--- config.mk ---
export PLATFORM = sky130hd
export DESIGN_NAME = segment_display_scan_decoder
export DESIGN_NICKNAME = d
export VERILOG_FILES = /design/src/core/disp_pkg.sv /design/src/core/char_buffer.sv /design/src/core/segment_display_scan_decoder.sv
export SDC_FILE = /design/constraint.sdc
export NUM_CORES = 1
export LEC_CHECK = 0
export BUFFER_PORTS_ARGS = -buffer_cell sky130_fd_sc_hd__buf_4
export CAP_MARGIN = 20
export CORE_MARGIN = 3
export CORE_UTILIZATION = 35
export CTS_BUF_LIST = sky130_fd_sc_hd__clkbuf_16
export CTS_CLUSTER_DIAMETER = 120
export DETAILED_ROUTE_END_ITERATION = 12
export GPL_TIMING_DRIVEN = 0
export PLACE_DENSITY = 0.61
export SLEW_MARGIN = 15
export SYNTH_ARGS = -nofsm -noshare
export SYNTH_HDL_FRONTEND = slang
export SYNTH_SLANG_ARGS = --single-unit
--- constraint.sdc ---
create_clock -name aclk -period 5.8 [get_ports aclk]
set_input_delay 0.58 -clock aclk [delete_from_list [all_inputs] [get_ports aclk]]
set_output_delay 0.58 -clock aclk [all_outputs]
set_load 0.05 [all_outputs]
--- src/core/disp_pkg.sv ---
package disp_pkg;

  // ----------------------------------------
  // Sizes
  // ----------------------------------------
  localparam int NUM_POS = 16;
  localparam int POS_W   = 4;
  localparam int CHAR_W  = 8;
  localparam int SEG_W   = 16;
  localparam int DUTY_W  = 5;
  localparam int ADDR_W  = 8;

  // ----------------------------------------
  // Scan timing, in scan clock cycles
  // ----------------------------------------
  localparam logic [DUTY_W-1:0] SLOT_LAST_NORMAL = 5'h1f;
  localparam logic [DUTY_W-1:0] SLOT_LAST_TEST   = 5'h03;

  // ----------------------------------------
  // Reset values
  // ----------------------------------------
  localparam logic [DUTY_W-1:0] DUTY_RESET  = 5'h00;
  localparam logic [POS_W-1:0]  COUNT_RESET = 4'h0;
  localparam logic [POS_W-1:0]  PTR_RESET   = 4'hf;
  localparam logic [CHAR_W-1:0] CHAR_RESET  = 8'h20;

  // ----------------------------------------
  // Character codes
  // ----------------------------------------
  localparam logic [6:0] CODE_COMMA     = 7'h2c;
  localparam logic [6:0] CODE_POINT     = 7'h2e;
  localparam logic [6:0] CODE_ALT_COMMA = 7'h6c;
  localparam logic [6:0] CODE_ALT_POINT = 7'h6e;
  localparam logic [SEG_W-1:0] ALT_SEG_2C = 16'h8800;
  localparam logic [SEG_W-1:0] ALT_SEG_2E = 16'h0000;
  localparam logic [SEG_W-1:0] ALT_SEG_6C = 16'h0800;
  localparam logic [SEG_W-1:0] ALT_SEG_6E = 16'h8000;

  // ----------------------------------------
  // Register map and fields
  // ----------------------------------------
  localparam logic [ADDR_W-1:0] ADDR_CTRL   = 8'h00;
  localparam logic [ADDR_W-1:0] ADDR_PTR    = 8'h04;
  localparam logic [ADDR_W-1:0] ADDR_CHAR   = 8'h08;
  localparam logic [ADDR_W-1:0] ADDR_STATUS = 8'h0c;
  localparam int CTRL_DUTY_LSB   = 0;
  localparam int CTRL_COUNT_LSB  = 8;
  localparam int CTRL_TEST_BIT   = 16;
  localparam int STATUS_POS_LSB  = 0;
  localparam int STATUS_SLOT_LSB = 8;
  localparam int STATUS_TEST_BIT = 16;
  localparam logic [1:0] RESP_OKAY   = 2'b00;
  localparam logic [1:0] RESP_DECERR = 2'b11;

  // ----------------------------------------
  // Glyph table, index is code bits 5..0
  // ----------------------------------------
  localparam logic [SEG_W-1:0] GLYPH [64] = '{
    16'h0af7, 16'h03cf, 16'h4a3f, 16'h00f3, 16'h483f, 16'h01f3, 16'h01c3, 16'h02fb,
    16'h03cc, 16'h4833, 16'h007c, 16'h31c0, 16'h00f0, 16'h14cc, 16'h24cc, 16'h00ff,
    16'h03c7, 16'h20ff, 16'h23c7, 16'h03bb, 16'h4803, 16'h00fc, 16'h90c0, 16'ha0cc,
    16'hb400, 16'h5400, 16'h9033, 16'h00e1, 16'h2400, 16'h001e, 16'ha000, 16'h0030,
    16'h0000, 16'h0800, 16'h0880, 16'h4b3c, 16'h4bbb, 16'h95a5, 16'h2d79, 16'h1000,
    16'h3000, 16'h8400, 16'hff00, 16'h4b00, 16'h8000, 16'h0300, 16'h0000, 16'h9000,
    16'h90ff, 16'h000c, 16'h0377, 16'h023f, 16'h038c, 16'h03bb, 16'h03fb, 16'h000f,
    16'h03ff, 16'h03bf, 16'h4800, 16'h8800, 16'h3000, 16'h0330, 16'h8400, 16'h4207
  };

  // ----------------------------------------
  // Carriers
  // ----------------------------------------
  typedef struct packed {
    logic              test;
    logic [POS_W-1:0]  count;
    logic [DUTY_W-1:0] duty;
  } settings_type;

  typedef struct packed {
    logic [NUM_POS-1:0] digit;
    logic [SEG_W-1:0]   seg;
    logic               point;
    logic               tail;
  } drive_type;

endpackage

--- src/core/char_buffer.sv ---
`timescale 1ns/10ps
module char_buffer #(
  parameter int WIDTH = 8,
  parameter int DEPTH = 16,
  parameter int AW    = 4,
  parameter logic [WIDTH-1:0] INIT = '0
) (
  // Clock and reset
  input  wire logic             aclk,
  input  wire logic             aresetn,
  // Write port
  input  wire logic             wr_en,
  input  wire logic [AW-1:0]    wr_addr,
  input  wire logic [WIDTH-1:0] wr_data,
  // Registered read port
  input  wire logic [AW-1:0]    rd_addr,
  output logic      [WIDTH-1:0] rd_data
);

  logic [WIDTH-1:0] mem [DEPTH];

  if (DEPTH > (1 << AW)) begin : g_bad_depth
    $error("char_buffer depth does not fit address width");
  end

  // Cleared at reset so an unloaded position shows a blank
  always_ff @(posedge aclk) begin
    if (!aresetn) begin
      for (int i = 0; i < DEPTH; i++) begin
        mem[i] <= INIT;
      end
    end else if (wr_en) begin
      mem[wr_addr] <= wr_data;
    end
  end

  always_ff @(posedge aclk) begin
    if (!aresetn) begin
      rd_data <= INIT;
    end else begin
      rd_data <= mem[rd_addr];
    end
  end

endmodule // char_buffer

--- src/core/segment_display_scan_decoder.sv ---
// Local design decisions: the AXI4-Lite interface to the registers and the address map.
`timescale 1ns/10ps
module segment_display_scan_decoder #(
  parameter int NUM_POS     = disp_pkg::NUM_POS,
  parameter bit ALT_VARIANT = 1'b0
) (
  // Clock and reset
  input  wire logic                          aclk,
  input  wire logic                          aresetn,
  // AXI4-Lite write address
  input  wire logic                          awvalid,
  output logic                               awready,
  input  wire logic [disp_pkg::ADDR_W-1:0]   awaddr,
  input  wire logic [2:0]                    awprot,
  // AXI4-Lite write data
  input  wire logic                          wvalid,
  output logic                               wready,
  input  wire logic [31:0]                   wdata,
  input  wire logic [3:0]                    wstrb,
  // AXI4-Lite write response
  output logic                               bvalid,
  input  wire logic                          bready,
  output logic      [1:0]                    bresp,
  // AXI4-Lite read address
  input  wire logic                          arvalid,
  output logic                               arready,
  input  wire logic [disp_pkg::ADDR_W-1:0]   araddr,
  input  wire logic [2:0]                    arprot,
  // AXI4-Lite read data
  output logic                               rvalid,
  input  wire logic                          rready,
  output logic      [31:0]                   rdata,
  output logic      [1:0]                    rresp,
  // Display drive
  output logic      [NUM_POS-1:0]            digit_drive_outputs,
  output logic      [disp_pkg::SEG_W-1:0]    segment_drive_outputs,
  output logic                               decimal_point_drive,
  output logic                               comma_tail_drive
);

  localparam int PW = disp_pkg::POS_W;
  localparam int DW = disp_pkg::DUTY_W;
  localparam int CW = disp_pkg::CHAR_W;
  localparam int SW = disp_pkg::SEG_W;

  if (NUM_POS != disp_pkg::NUM_POS) begin : g_bad_pos
    $error("Scan logic serves exactly sixteen positions");
  end

  // ----------------------------------------
  // Functions
  // ----------------------------------------
  function automatic logic is_punct(input logic [CW-1:0] code);
    logic [6:0] c;
    c = code[6:0];
    return (c == disp_pkg::CODE_COMMA) || (c == disp_pkg::CODE_POINT) ||
           (c == disp_pkg::CODE_ALT_COMMA) || (c == disp_pkg::CODE_ALT_POINT);
  endfunction

  function automatic logic is_comma(input logic [CW-1:0] code);
    return code[5:0] == disp_pkg::CODE_COMMA[5:0];
  endfunction

  // Base variant looks at bits 5..0 only
  function automatic logic [SW-1:0] decode_seg(input logic [CW-1:0] code);
    logic [SW-1:0] s;
    s = disp_pkg::GLYPH[code[5:0]];
    if (ALT_VARIANT) begin
      case (code[6:0])
        disp_pkg::CODE_COMMA:     s = disp_pkg::ALT_SEG_2C;
        disp_pkg::CODE_POINT:     s = disp_pkg::ALT_SEG_2E;
        disp_pkg::CODE_ALT_COMMA: s = disp_pkg::ALT_SEG_6C;
        disp_pkg::CODE_ALT_POINT: s = disp_pkg::ALT_SEG_6E;
        default:                  s = s;
      endcase
    end
    return s;
  endfunction

  function automatic logic [NUM_POS-1:0] one_hot(input logic [PW-1:0] pos);
    logic [NUM_POS-1:0] v;
    v = '0;
    v[pos] = 1'b1;
    return v;
  endfunction

  // ----------------------------------------
  // Settings and buffer pointer
  // ----------------------------------------
  disp_pkg::settings_type settings_r;
  logic [PW-1:0]          ptr_r;
  logic [NUM_POS-1:0]     point_r;
  logic [NUM_POS-1:0]     tail_r;

  // ----------------------------------------
  // Bus write side
  // ----------------------------------------
  logic                          aw_have_r;
  logic [disp_pkg::ADDR_W-1:0]   awaddr_r;
  logic                          w_have_r;
  logic [31:0]                   wdata_r;
  logic [3:0]                    wstrb_r;
  logic                          bvalid_r;
  logic [1:0]                    bresp_r;
  logic                          do_write;
  logic                          wr_ctrl;
  logic                          wr_ptr;
  logic                          wr_char;
  logic                          wr_mapped;

  assign awready  = !aw_have_r;
  assign wready   = !w_have_r;
  assign bvalid   = bvalid_r;
  assign bresp    = bresp_r;
  assign do_write = aw_have_r && w_have_r && !bvalid_r;
  assign wr_ctrl  = do_write && (awaddr_r == disp_pkg::ADDR_CTRL);
  assign wr_ptr   = do_write && (awaddr_r == disp_pkg::ADDR_PTR) && wstrb_r[0];
  assign wr_char  = do_write && (awaddr_r == disp_pkg::ADDR_CHAR) && wstrb_r[0];
  assign wr_mapped = (awaddr_r == disp_pkg::ADDR_CTRL) || (awaddr_r == disp_pkg::ADDR_PTR) ||
                     (awaddr_r == disp_pkg::ADDR_CHAR) || (awaddr_r == disp_pkg::ADDR_STATUS);

  // Address and data may arrive in either order
  always_ff @(posedge aclk) begin
    if (!aresetn) begin
      aw_have_r <= 1'b0;
      awaddr_r  <= '0;
    end else if (awvalid && awready) begin
      aw_have_r <= 1'b1;
      awaddr_r  <= awaddr;
    end else if (do_write) begin
      aw_have_r <= 1'b0;
    end
  end

  always_ff @(posedge aclk) begin
    if (!aresetn) begin
      w_have_r <= 1'b0;
      wdata_r  <= '0;
      wstrb_r  <= '0;
    end else if (wvalid && wready) begin
      w_have_r <= 1'b1;
      wdata_r  <= wdata;
      wstrb_r  <= wstrb;
    end else if (do_write) begin
      w_have_r <= 1'b0;
    end
  end

  always_ff @(posedge aclk) begin
    if (!aresetn) begin
      bvalid_r <= 1'b0;
      bresp_r  <= disp_pkg::RESP_OKAY;
    end else if (do_write) begin
      bvalid_r <= 1'b1;
      bresp_r  <= wr_mapped ? disp_pkg::RESP_OKAY : disp_pkg::RESP_DECERR;
    end else if (bready) begin
      bvalid_r <= 1'b0;
    end
  end

  // ----------------------------------------
  // Settings registers
  // ----------------------------------------
  always_ff @(posedge aclk) begin
    if (!aresetn) begin
      settings_r.duty  <= disp_pkg::DUTY_RESET;
      settings_r.count <= disp_pkg::COUNT_RESET;
      settings_r.test  <= 1'b0;
    end else if (wr_ctrl) begin
      if (wstrb_r[0]) begin
        settings_r.duty <= wdata_r[disp_pkg::CTRL_DUTY_LSB +: DW];
      end
      if (wstrb_r[1]) begin
        settings_r.count <= wdata_r[disp_pkg::CTRL_COUNT_LSB +: PW];
      end
      // Test lock only leaves through reset
      if (wstrb_r[2] && wdata_r[disp_pkg::CTRL_TEST_BIT]) begin
        settings_r.test <= 1'b1;
      end
    end
  end

  // ----------------------------------------
  // Character loading
  // ----------------------------------------
  logic [PW-1:0] ptr_inc;
  logic [PW-1:0] store_idx;
  logic [PW-1:0] attach_idx;
  logic          store_en;
  logic          attach_en;

  assign ptr_inc    = ptr_r + 1'b1;
  assign store_idx  = ptr_inc + 1'b1;
  assign attach_idx = ptr_r + 1'b1;
  assign store_en   = wr_char && !is_punct(wdata_r[CW-1:0]);
  assign attach_en  = wr_char && is_punct(wdata_r[CW-1:0]);

  // Pointer value v stores at digit index v+2, so its reset value means digit index 1
  always_ff @(posedge aclk) begin
    if (!aresetn) begin
      ptr_r <= disp_pkg::PTR_RESET;
    end else if (wr_ptr) begin
      ptr_r <= wdata_r[PW-1:0];
    end else if (store_en) begin
      ptr_r <= ptr_inc;
    end
  end

  // Point and comma words mark the previous character
  always_ff @(posedge aclk) begin
    if (!aresetn) begin
      point_r <= '0;
      tail_r  <= '0;
    end else if (attach_en) begin
      if (is_comma(wdata_r[CW-1:0])) begin
        tail_r[attach_idx] <= 1'b1;
      end else begin
        point_r[attach_idx] <= 1'b1;
      end
    end else if (store_en) begin
      point_r[store_idx] <= 1'b0;
      tail_r[store_idx]  <= 1'b0;
    end
  end

  // ----------------------------------------
  // Refresh scan
  // ----------------------------------------
  logic [DW-1:0] slot_r;
  logic [PW-1:0] pos_r;
  logic [DW-1:0] slot_last;
  logic [PW-1:0] pos_last;
  logic          slot_end;
  logic [PW-1:0] pos_nxt;
  logic          lit;
  logic [CW-1:0] char_code;

  assign slot_last = settings_r.test ? disp_pkg::SLOT_LAST_TEST : disp_pkg::SLOT_LAST_NORMAL;
  assign slot_end  = slot_r >= slot_last;
  assign pos_last  = settings_r.count - 1'b1;
  // Zero wraps to the top index, which gives all sixteen positions
  assign pos_nxt   = !slot_end ? pos_r :
                     (pos_r == pos_last) ? '0 : pos_r + 1'b1;
  // Last cycle of every slot stays dark
  assign lit       = (slot_r < settings_r.duty) && (slot_r < slot_last);

  always_ff @(posedge aclk) begin
    if (!aresetn) begin
      slot_r <= '0;
    end else if (slot_end) begin
      slot_r <= '0;
    end else begin
      slot_r <= slot_r + 1'b1;
    end
  end

  always_ff @(posedge aclk) begin
    if (!aresetn) begin
      pos_r <= '0;
    end else begin
      pos_r <= pos_nxt;
    end
  end

  // Read address runs one cycle ahead so char_code matches pos_r
  char_buffer #(
    .WIDTH (CW),
    .DEPTH (NUM_POS),
    .AW    (PW),
    .INIT  (disp_pkg::CHAR_RESET)
  ) u_buf (
    .aclk    (aclk),
    .aresetn (aresetn),
    .wr_en   (store_en),
    .wr_addr (store_idx),
    .wr_data (wdata_r[CW-1:0]),
    .rd_addr (pos_nxt),
    .rd_data (char_code)
  );

  // ----------------------------------------
  // Output drivers
  // ----------------------------------------
  disp_pkg::drive_type drive_r;
  logic                point_lit;
  logic                tail_lit;

  assign point_lit = point_r[pos_r] || (ALT_VARIANT && char_code[CW-1]);
  assign tail_lit  = tail_r[pos_r];

  // Digit and segments switch together, so a write mid-slot never ghosts
  always_ff @(posedge aclk) begin
    if (!aresetn) begin
      drive_r <= '0;
    end else if (lit) begin
      drive_r.digit <= one_hot(pos_r);
      drive_r.seg   <= decode_seg(char_code);
      drive_r.point <= point_lit;
      drive_r.tail  <= tail_lit;
    end else begin
      drive_r <= '0;
    end
  end

  assign digit_drive_outputs   = drive_r.digit;
  assign segment_drive_outputs = drive_r.seg;
  assign decimal_point_drive   = drive_r.point;
  assign comma_tail_drive      = drive_r.tail;

  // ----------------------------------------
  // Bus read side
  // ----------------------------------------
  logic        rvalid_r;
  logic [31:0] rdata_r;
  logic [1:0]  rresp_r;
  logic [31:0] rd_word;
  logic [1:0]  rd_resp;

  assign arready = !rvalid_r;
  assign rvalid  = rvalid_r;
  assign rdata   = rdata_r;
  assign rresp   = rresp_r;

  always_comb begin
    rd_word = '0;
    rd_resp = disp_pkg::RESP_OKAY;
    case (araddr)
      disp_pkg::ADDR_CTRL: begin
        rd_word[disp_pkg::CTRL_DUTY_LSB +: DW]  = settings_r.duty;
        rd_word[disp_pkg::CTRL_COUNT_LSB +: PW] = settings_r.count;
        rd_word[disp_pkg::CTRL_TEST_BIT]        = settings_r.test;
      end
      disp_pkg::ADDR_PTR: begin
        rd_word[PW-1:0] = ptr_r;
      end
      disp_pkg::ADDR_CHAR: begin
        rd_word = '0;
      end
      disp_pkg::ADDR_STATUS: begin
        rd_word[disp_pkg::STATUS_POS_LSB +: PW]  = pos_r;
        rd_word[disp_pkg::STATUS_SLOT_LSB +: DW] = slot_r;
        rd_word[disp_pkg::STATUS_TEST_BIT]       = settings_r.test;
      end
      default: begin
        rd_resp = disp_pkg::RESP_DECERR;
      end
    endcase
  end

  always_ff @(posedge aclk) begin
    if (!aresetn) begin
      rvalid_r <= 1'b0;
      rdata_r  <= '0;
      rresp_r  <= disp_pkg::RESP_OKAY;
    end else if (arvalid && arready) begin
      rvalid_r <= 1'b1;
      rdata_r  <= rd_word;
      rresp_r  <= rd_resp;
    end else if (rready) begin
      rvalid_r <= 1'b0;
    end
  end

endmodule // segment_display_scan_decoder

* Yosys cells after proc, flatten, opt, wreduce, memory -nomap -nowiden
Memories as Yosys holds them, arrays and structs flattened. A register that Yosys moved wholly into a read port is not among the register bits.
Cells that the tools add are included.
** Word-level totals
- Input bits :: 65
- Logic and storage cells :: 148
- Memory bits (writable) :: 128
- Bits in registers :: 120
- Memories :: 2
- Output and inout port bits :: 75
- ROM bits :: 1024
** Memory list
- (no name shown) :: words 64, bits a word 16, rd ports 1, clocked after Yosys merged registers in 1, write ports 0, RTL line segment_display_scan_decoder.sv:67 : s = disp_pkg::GLYPH[code[5:0]];
- u_buf.mem :: words 16, bits a word 8, rd ports 1, clocked after Yosys merged registers in 1, write ports 16, RTL line char_buffer.sv:20 : logic [WIDTH-1:0] mem [DEPTH];
** Operators by class
- Eq/ne operators :: 14
- Bitwise logic cells :: 7
- Reduce and logical (&&, ||, !) cells :: 48
- Add/subtract/negate cells :: 5
- Multiplexer cells :: 42
- Magnitude comparators :: 9
** Operators by type and width (count)
- 2-to-1 mux 16 bit :: 6
- bitwise AND 16 bit :: 2
- == test 8 x 4 -> 1 bit (second input constant) :: 4
- OR 16 bit :: 2
- 2-to-1 mux 1 bit :: 20
- 2-to-1 mux 4 bit :: 5
- logical AND 1 bit :: 17
- == test 8 x 3 -> 1 bit (second input constant) :: 2
- logical NOT 8 bit :: 2
- inverter 16 bit :: 1
- < comparator 4 x 5 -> 1 bit (second input constant) :: 3
- == test 7 x 6 -> 1 bit (second input constant) :: 2
- == test 7 bit (second input constant) :: 2
- adder 4 x 1 -> 4 bit (second input constant) :: 3
- demux 1 bit (select 4 bit) :: 3
- greater-or-equal comparator 4 x 1 -> 1 bit (second input constant) :: 3
- case mux 4 bit (3 select lines) :: 1
- AND reduction 2 bit :: 6
- nonzero test 2 bit :: 6
- < comparator 5 bit :: 2
- binary-select mux 1 bit (select 4 bit) :: 2
- 2-to-1 mux 8 bit :: 1
- case mux 4 bit (2 select lines) :: 1
- OR reduction 8 bit :: 1
- other kinds (15) :: 28

* Longest topological paths before layout
- Depth after elaboration :: 11
- Mapped depth :: 11
- Depth with buffers taken out :: 9

* Modules after synthesis
A second synthesis with hierarchy kept.
** Second synthesis, totals
- Cell total of the unflattened synthesis :: 1239
- Area, all modules :: 13221.4 sq um
** By module, submodules not included
- segment_display_scan_decoder :: sequential area each 2602.5 sq um, times used 1, area each 6982.9 sq um, cells each 830
- char_buffer :: sequential area each 4003.8 sq um, times used 1, area each 6238.5 sq um, cells each 409

* Least setup slack after synthesis
Ideal clock, no wire load.
- Kind :: register to register
- Start point :: reg ptr_r[0]
- End point :: mem u_buf.mem[3][0] (enable)
- Setup time :: 382 ps
- Required time :: 5418 ps
- Period minus slack after synthesis :: 2703 ps
- Buffers on the path :: 1
- Arrival time :: 2321 ps
- Stages on the path, launching flop included :: 8
- Setup slack :: 3097 ps
- Cell sequence :: dfxtp_1 ha_1 buf_2 xor2_2 nand3_1 xnor2_1 nand2_1 o21ai_0
** RTL lines
- start, declared :: RTL line segment_display_scan_decoder.sv:91 : logic [PW-1:0] ptr_r;
- start signal, assigned :: RTL line segment_display_scan_decoder.sv:201 : ptr_r <= disp_pkg::PTR_RESET;
- start signal, assigned :: RTL line segment_display_scan_decoder.sv:203 : ptr_r <= wdata_r[PW-1:0];
- start signal, assigned :: RTL line segment_display_scan_decoder.sv:205 : ptr_r <= ptr_inc;
- end, declared :: RTL line char_buffer.sv:20

* Worst setup path after layout
- Start point :: reg settings_r[9] (netlist name)
- End point :: reg u_buf.rd_data[0] (read register of u_buf.mem)
** Between the ends
- Longest elaborated chain between the ends :: 3
** RTL lines
- start, declared :: RTL line segment_display_scan_decoder.sv:90 : disp_pkg::settings_type settings_r;
- 2-to-1 mux 5 bit :: RTL line segment_display_scan_decoder.sv:238 : assign slot_last = settings_r.test ? disp_pkg::SLOT_LAST_TEST : disp_pkg::SLOT_LAST_NORMAL;
- greater-or-equal comparator 5 bit :: RTL line segment_display_scan_decoder.sv:239 : assign slot_end = slot_r >= slot_last;
- 2-to-1 mux 4 bit :: RTL line segment_display_scan_decoder.sv:242 : assign pos_nxt = !slot_end ? pos_r :
- end, declared :: RTL line char_buffer.sv:17 : output logic [WIDTH-1:0] rd_data
No other way between the ends.
A chain may end at the register's enable or synchronous reset.

==> flow_summary_export.csv <==
group,metric,value,unit
setup_path,crit_slowest_cell,"nor2_1",
global_route,grt_pass1_vias,10060,
sta,timing.fmax,0.2737,GHz
floorplan,die_h,193.9,µm
setup_path,path_max_fanout,10,
clocking,cts_max_level,1,
global_route,antenna_found_initial,0,
sta,post-route-period-util,63.00,%
sta,layout_setup_ws,2.146,ns
setup_path,cpPeakStageDelay,0.81,ns
sta,min_period,3.654,ns
route,vias,10510,
floorplan,rows,68,
final_layout,area_delta_synth_final,17.37,%
yosys,synth_area_per_cell,9.462,µm²
final_layout,n_antenna_cell,0,
clocking,cts_buffers,27,
clocking,clkLatencyLatePin,0.56,ns
sta,rsz0062_at_grt,"no",
setup_path,worstPathArrival,4.07,ns
min_path,hold_depth,3,
power_and_ir_drop,p_leak,5.594,nW
setup_path,timing.rr.start,"settings_r[9]",
yosys,synth_area,12360,µm²
clocking,cts_repair_resize_count,0,
floorplan,die_w,193.9,µm
clocking,holdBufCountCts,0,
final_layout,fin_nets,1533,
sta,hold_viol,0,
min_path,whs_endpoint,"w_have_r",
clocking,cts_tree,"yes",
clocking,clock-root-buffer,"clkbuf_16",
setup_path,r2r-end,"u_buf.rd_data[0]",
setup_path,crit_chain,"ha_1 > a21oi_1 > o22ai_1 > nor2_1 > clkbuf_1 > nand2_1 > a32oi_1 > o22ai_1 > o32ai_1",
yosys,synth_cell_types,78,
sta,worst_clock_skew,0.01959,ns
sta,setup_viol,0,
floorplan,start_util,35.68,%
setup_path,cp-startpoint,"settings_r[9]",
clocking,clk_pin_slew,0.06,ns
power_and_ir_drop,power_density,254.7,nW/µm²
setup_path,cp-end-kind,"flip-flop",
floorplan,core-area,34630,µm²
final_layout,final_cell_mix,"nand2_1 (173), dfxtp_1 (134), buf_4 (116)",
min_path,hp-start,"wvalid",
floorplan,dieArea,37600,µm²
route,dr.pass1.iters,5,
place,place_hpwl,28390,µm
route,drt-total-wl,38670,µm
power_and_ir_drop,power.total,0.003693,W
min_path,hold_class,"in2reg",
yosys,synth_edf_count,96,
sta,worst_slew_pin_slew,1.027,ns
route,drcViolationCount,0,
place,place_congestion,0.9181,
setup_path,reg2reg_slack,2.15,ns
route,drt_iter0_markers,1088,
clocking,post_cts_buffers,0,
status,status,"finished clean",
yosys,synth_top_area_share,23.33,%
sta,tns,0,ns
place,place_ws,2.252,ns
route,ant_nets,0,
clocking,clock-sinks,230,
power_and_ir_drop,peakVddDrop,0.0002156,V
sta,slew_headroom,30.78,%
clocking,clk_path_buf_depth,3,
yosys,yosys-top-cells-area,"edfxtp_1 (23%), dfxtp_1 (22%), nand2_1 (5.3%)",
setup_path,critical_path_buf_inv_count,1,
global_route,grtUsageTotal,19.69,%
yosys,ys_ff_latch,230,
setup_path,cpLargestDelayFamily,"compound AO/OA/AOI/OAI gates",
yosys,synth-main-ff-cell,"dfxtp_1",
yosys,async_reset_ff_share,0,%
yosys,yosys_warnings,0,
global_route,grt_max_degree,15,
place,placed_area,13660,µm²
global_route,overflow,0,
route,detail_route.vias_per_cell,5.480,
final_layout,final_area,14500,µm²
setup_path,rr_worst_depth,9,
global_route,grt_first_pass_wirelength,59220,µm
setup_path,cp_data_required_time,6.21,ns
yosys,yosysSeqAreaShare,45.04,%
final_layout,final_common_cell,"nand2_1",
setup_path,critPathKind,"reg2reg",
setup_path,path_common_cell,"o22ai_1",
setup_path,cp-start-kind,"flip-flop",
run,max-cap-violations,0,
yosys,netlist.top_cell.by_area,"edfxtp_1",
route,wire_per_inst,20.16,µm
floorplan,ioPinCount,140,
yosys,netlist_instances,1306,
sta,drv_slew,0,
place,io_buffers,88,
final_layout,drive_above_1_share,14.83,%
-- worst reg2reg max path, cell delays in order (launching register included) --
cell      delay [ns]
dfxtp_1         0.48
ha_1            0.30
a21oi_1         0.22
o22ai_1         0.24
nor2_1          0.81
clkbuf_1        0.48
nand2_1         0.14
a32oi_1         0.29
o22ai_1         0.15
o32ai_1         0.40
-- stage by stage --
step                std cells  util, %  hold slack, ns
floorplan                1326        -          0.4315
global placement         1869    39.45          0.4425
detailed placement       1869    39.45          0.4508
CTS                      1918    41.88          0.2334
global route             1918    41.88          0.2411
finish                   1918    41.88          0.2549
-- power by group --
group / internal [W] / switching, W
logic: 0.000102 / 0.000223
clock network: 0.000921 / 0.000696
registers: 0.00172 / 0.0000284
-- layer usage --
| layer | global-route usage (%) | vias up | share of wire, % |
|---|---|---|---|
| met4 | 5.718 | 0 | 2.8 |
| met3 | 3.215 | 76 | 8.1 |
| li1 | - | 4936 | - |
| met5 | 0 | - | 0 |
| met2 | 32.21 | 482 | 46 |
| met1 | 27.03 | 5017 | 43 |
-- sequential cells by signal (all words and copies together) (netlist names), 3 cells and up --
signal,flops
point_r,16
tail_r,16
slot_r,5
wdata_r,11
awaddr_r,8
u_buf.mem,96
settings_r,10
ptr_r,4
pos_r,4
segment_drive_outputs,16
digit_drive_outputs,16
u_buf.rd_data,6
wstrb_r,3
rdata,11
-- cells by family (layout without fill, tap and decap cells) --
| group | after synthesis | count (layout) | synth area share [%] |
|---|---|---|---|
| other | 1 | 21 | 0.03035 |
| buffers and inverters | 146 | 283 | 5.559 |
| muxes | 64 | 64 | 6.308 |
| xor gates and xnor gates | 18 | 18 | 1.630 |
| AOI/OAI and AO/OA | 307 | 307 | 17.21 |
| adders and majority gates | 25 | 25 | 2.531 |
| and+or+nand+nor | 515 | 515 | 21.69 |
| DFF | 230 | 230 | 45.04 |
-- area by class of cell --
cell class / instances / area, µm²
inverter: 32 / 120.1
clock buffer: 28 / 700.7
multi-input combinational: 950 / 6180
buffer: 114 / 566.8
clock inverter: 21 / 140.1
tap: 455 / 569.3
fill: 3418 / 20130
sequential: 230 / 5565
timing repair buffer: 88 / 660.6
-- cell usage after synthesis, drive strengths merged (3+ instances only) --
master,n
o21ai,54
a211oi,19
mux4,10
mux2i,43
or4,3
nand2,174
a21o,3
a22oi,7
edfxtp,96
nor2b,26
a21boi,30
ha,25
xnor2,10
a311o,6
or3,11
inv,30
nor2,98
nor3,18
dfxtp,134
a311oi,7
and2,86
a31oi,33
nand2b,19
o211a,8
a221oi,16
nand3,33
nor4,4
mux2,11
nor3b,16
o221ai,8
o211ai,7
xor2,7
and3,21
buf,51
clkbuf,63
a32oi,20
o31ai,3
a21oi,60
o32ai,6
o22ai,10
a2111oi,3
-- worst max path at each step --
stage,cells after the start,slack [ns],end
detailed placement,9,2.25,u_buf.rd_data[0]
global route,10,2.07,u_buf.rd_data[5]
floorplan,7,3.10,u_buf.mem[3][0]
CTS,9,2.22,u_buf.rd_data[0]
global placement,9,2.30,u_buf.rd_data[0]
finish,9,2.15,u_buf.rd_data[0]
(Power assumes the default switching activity.)
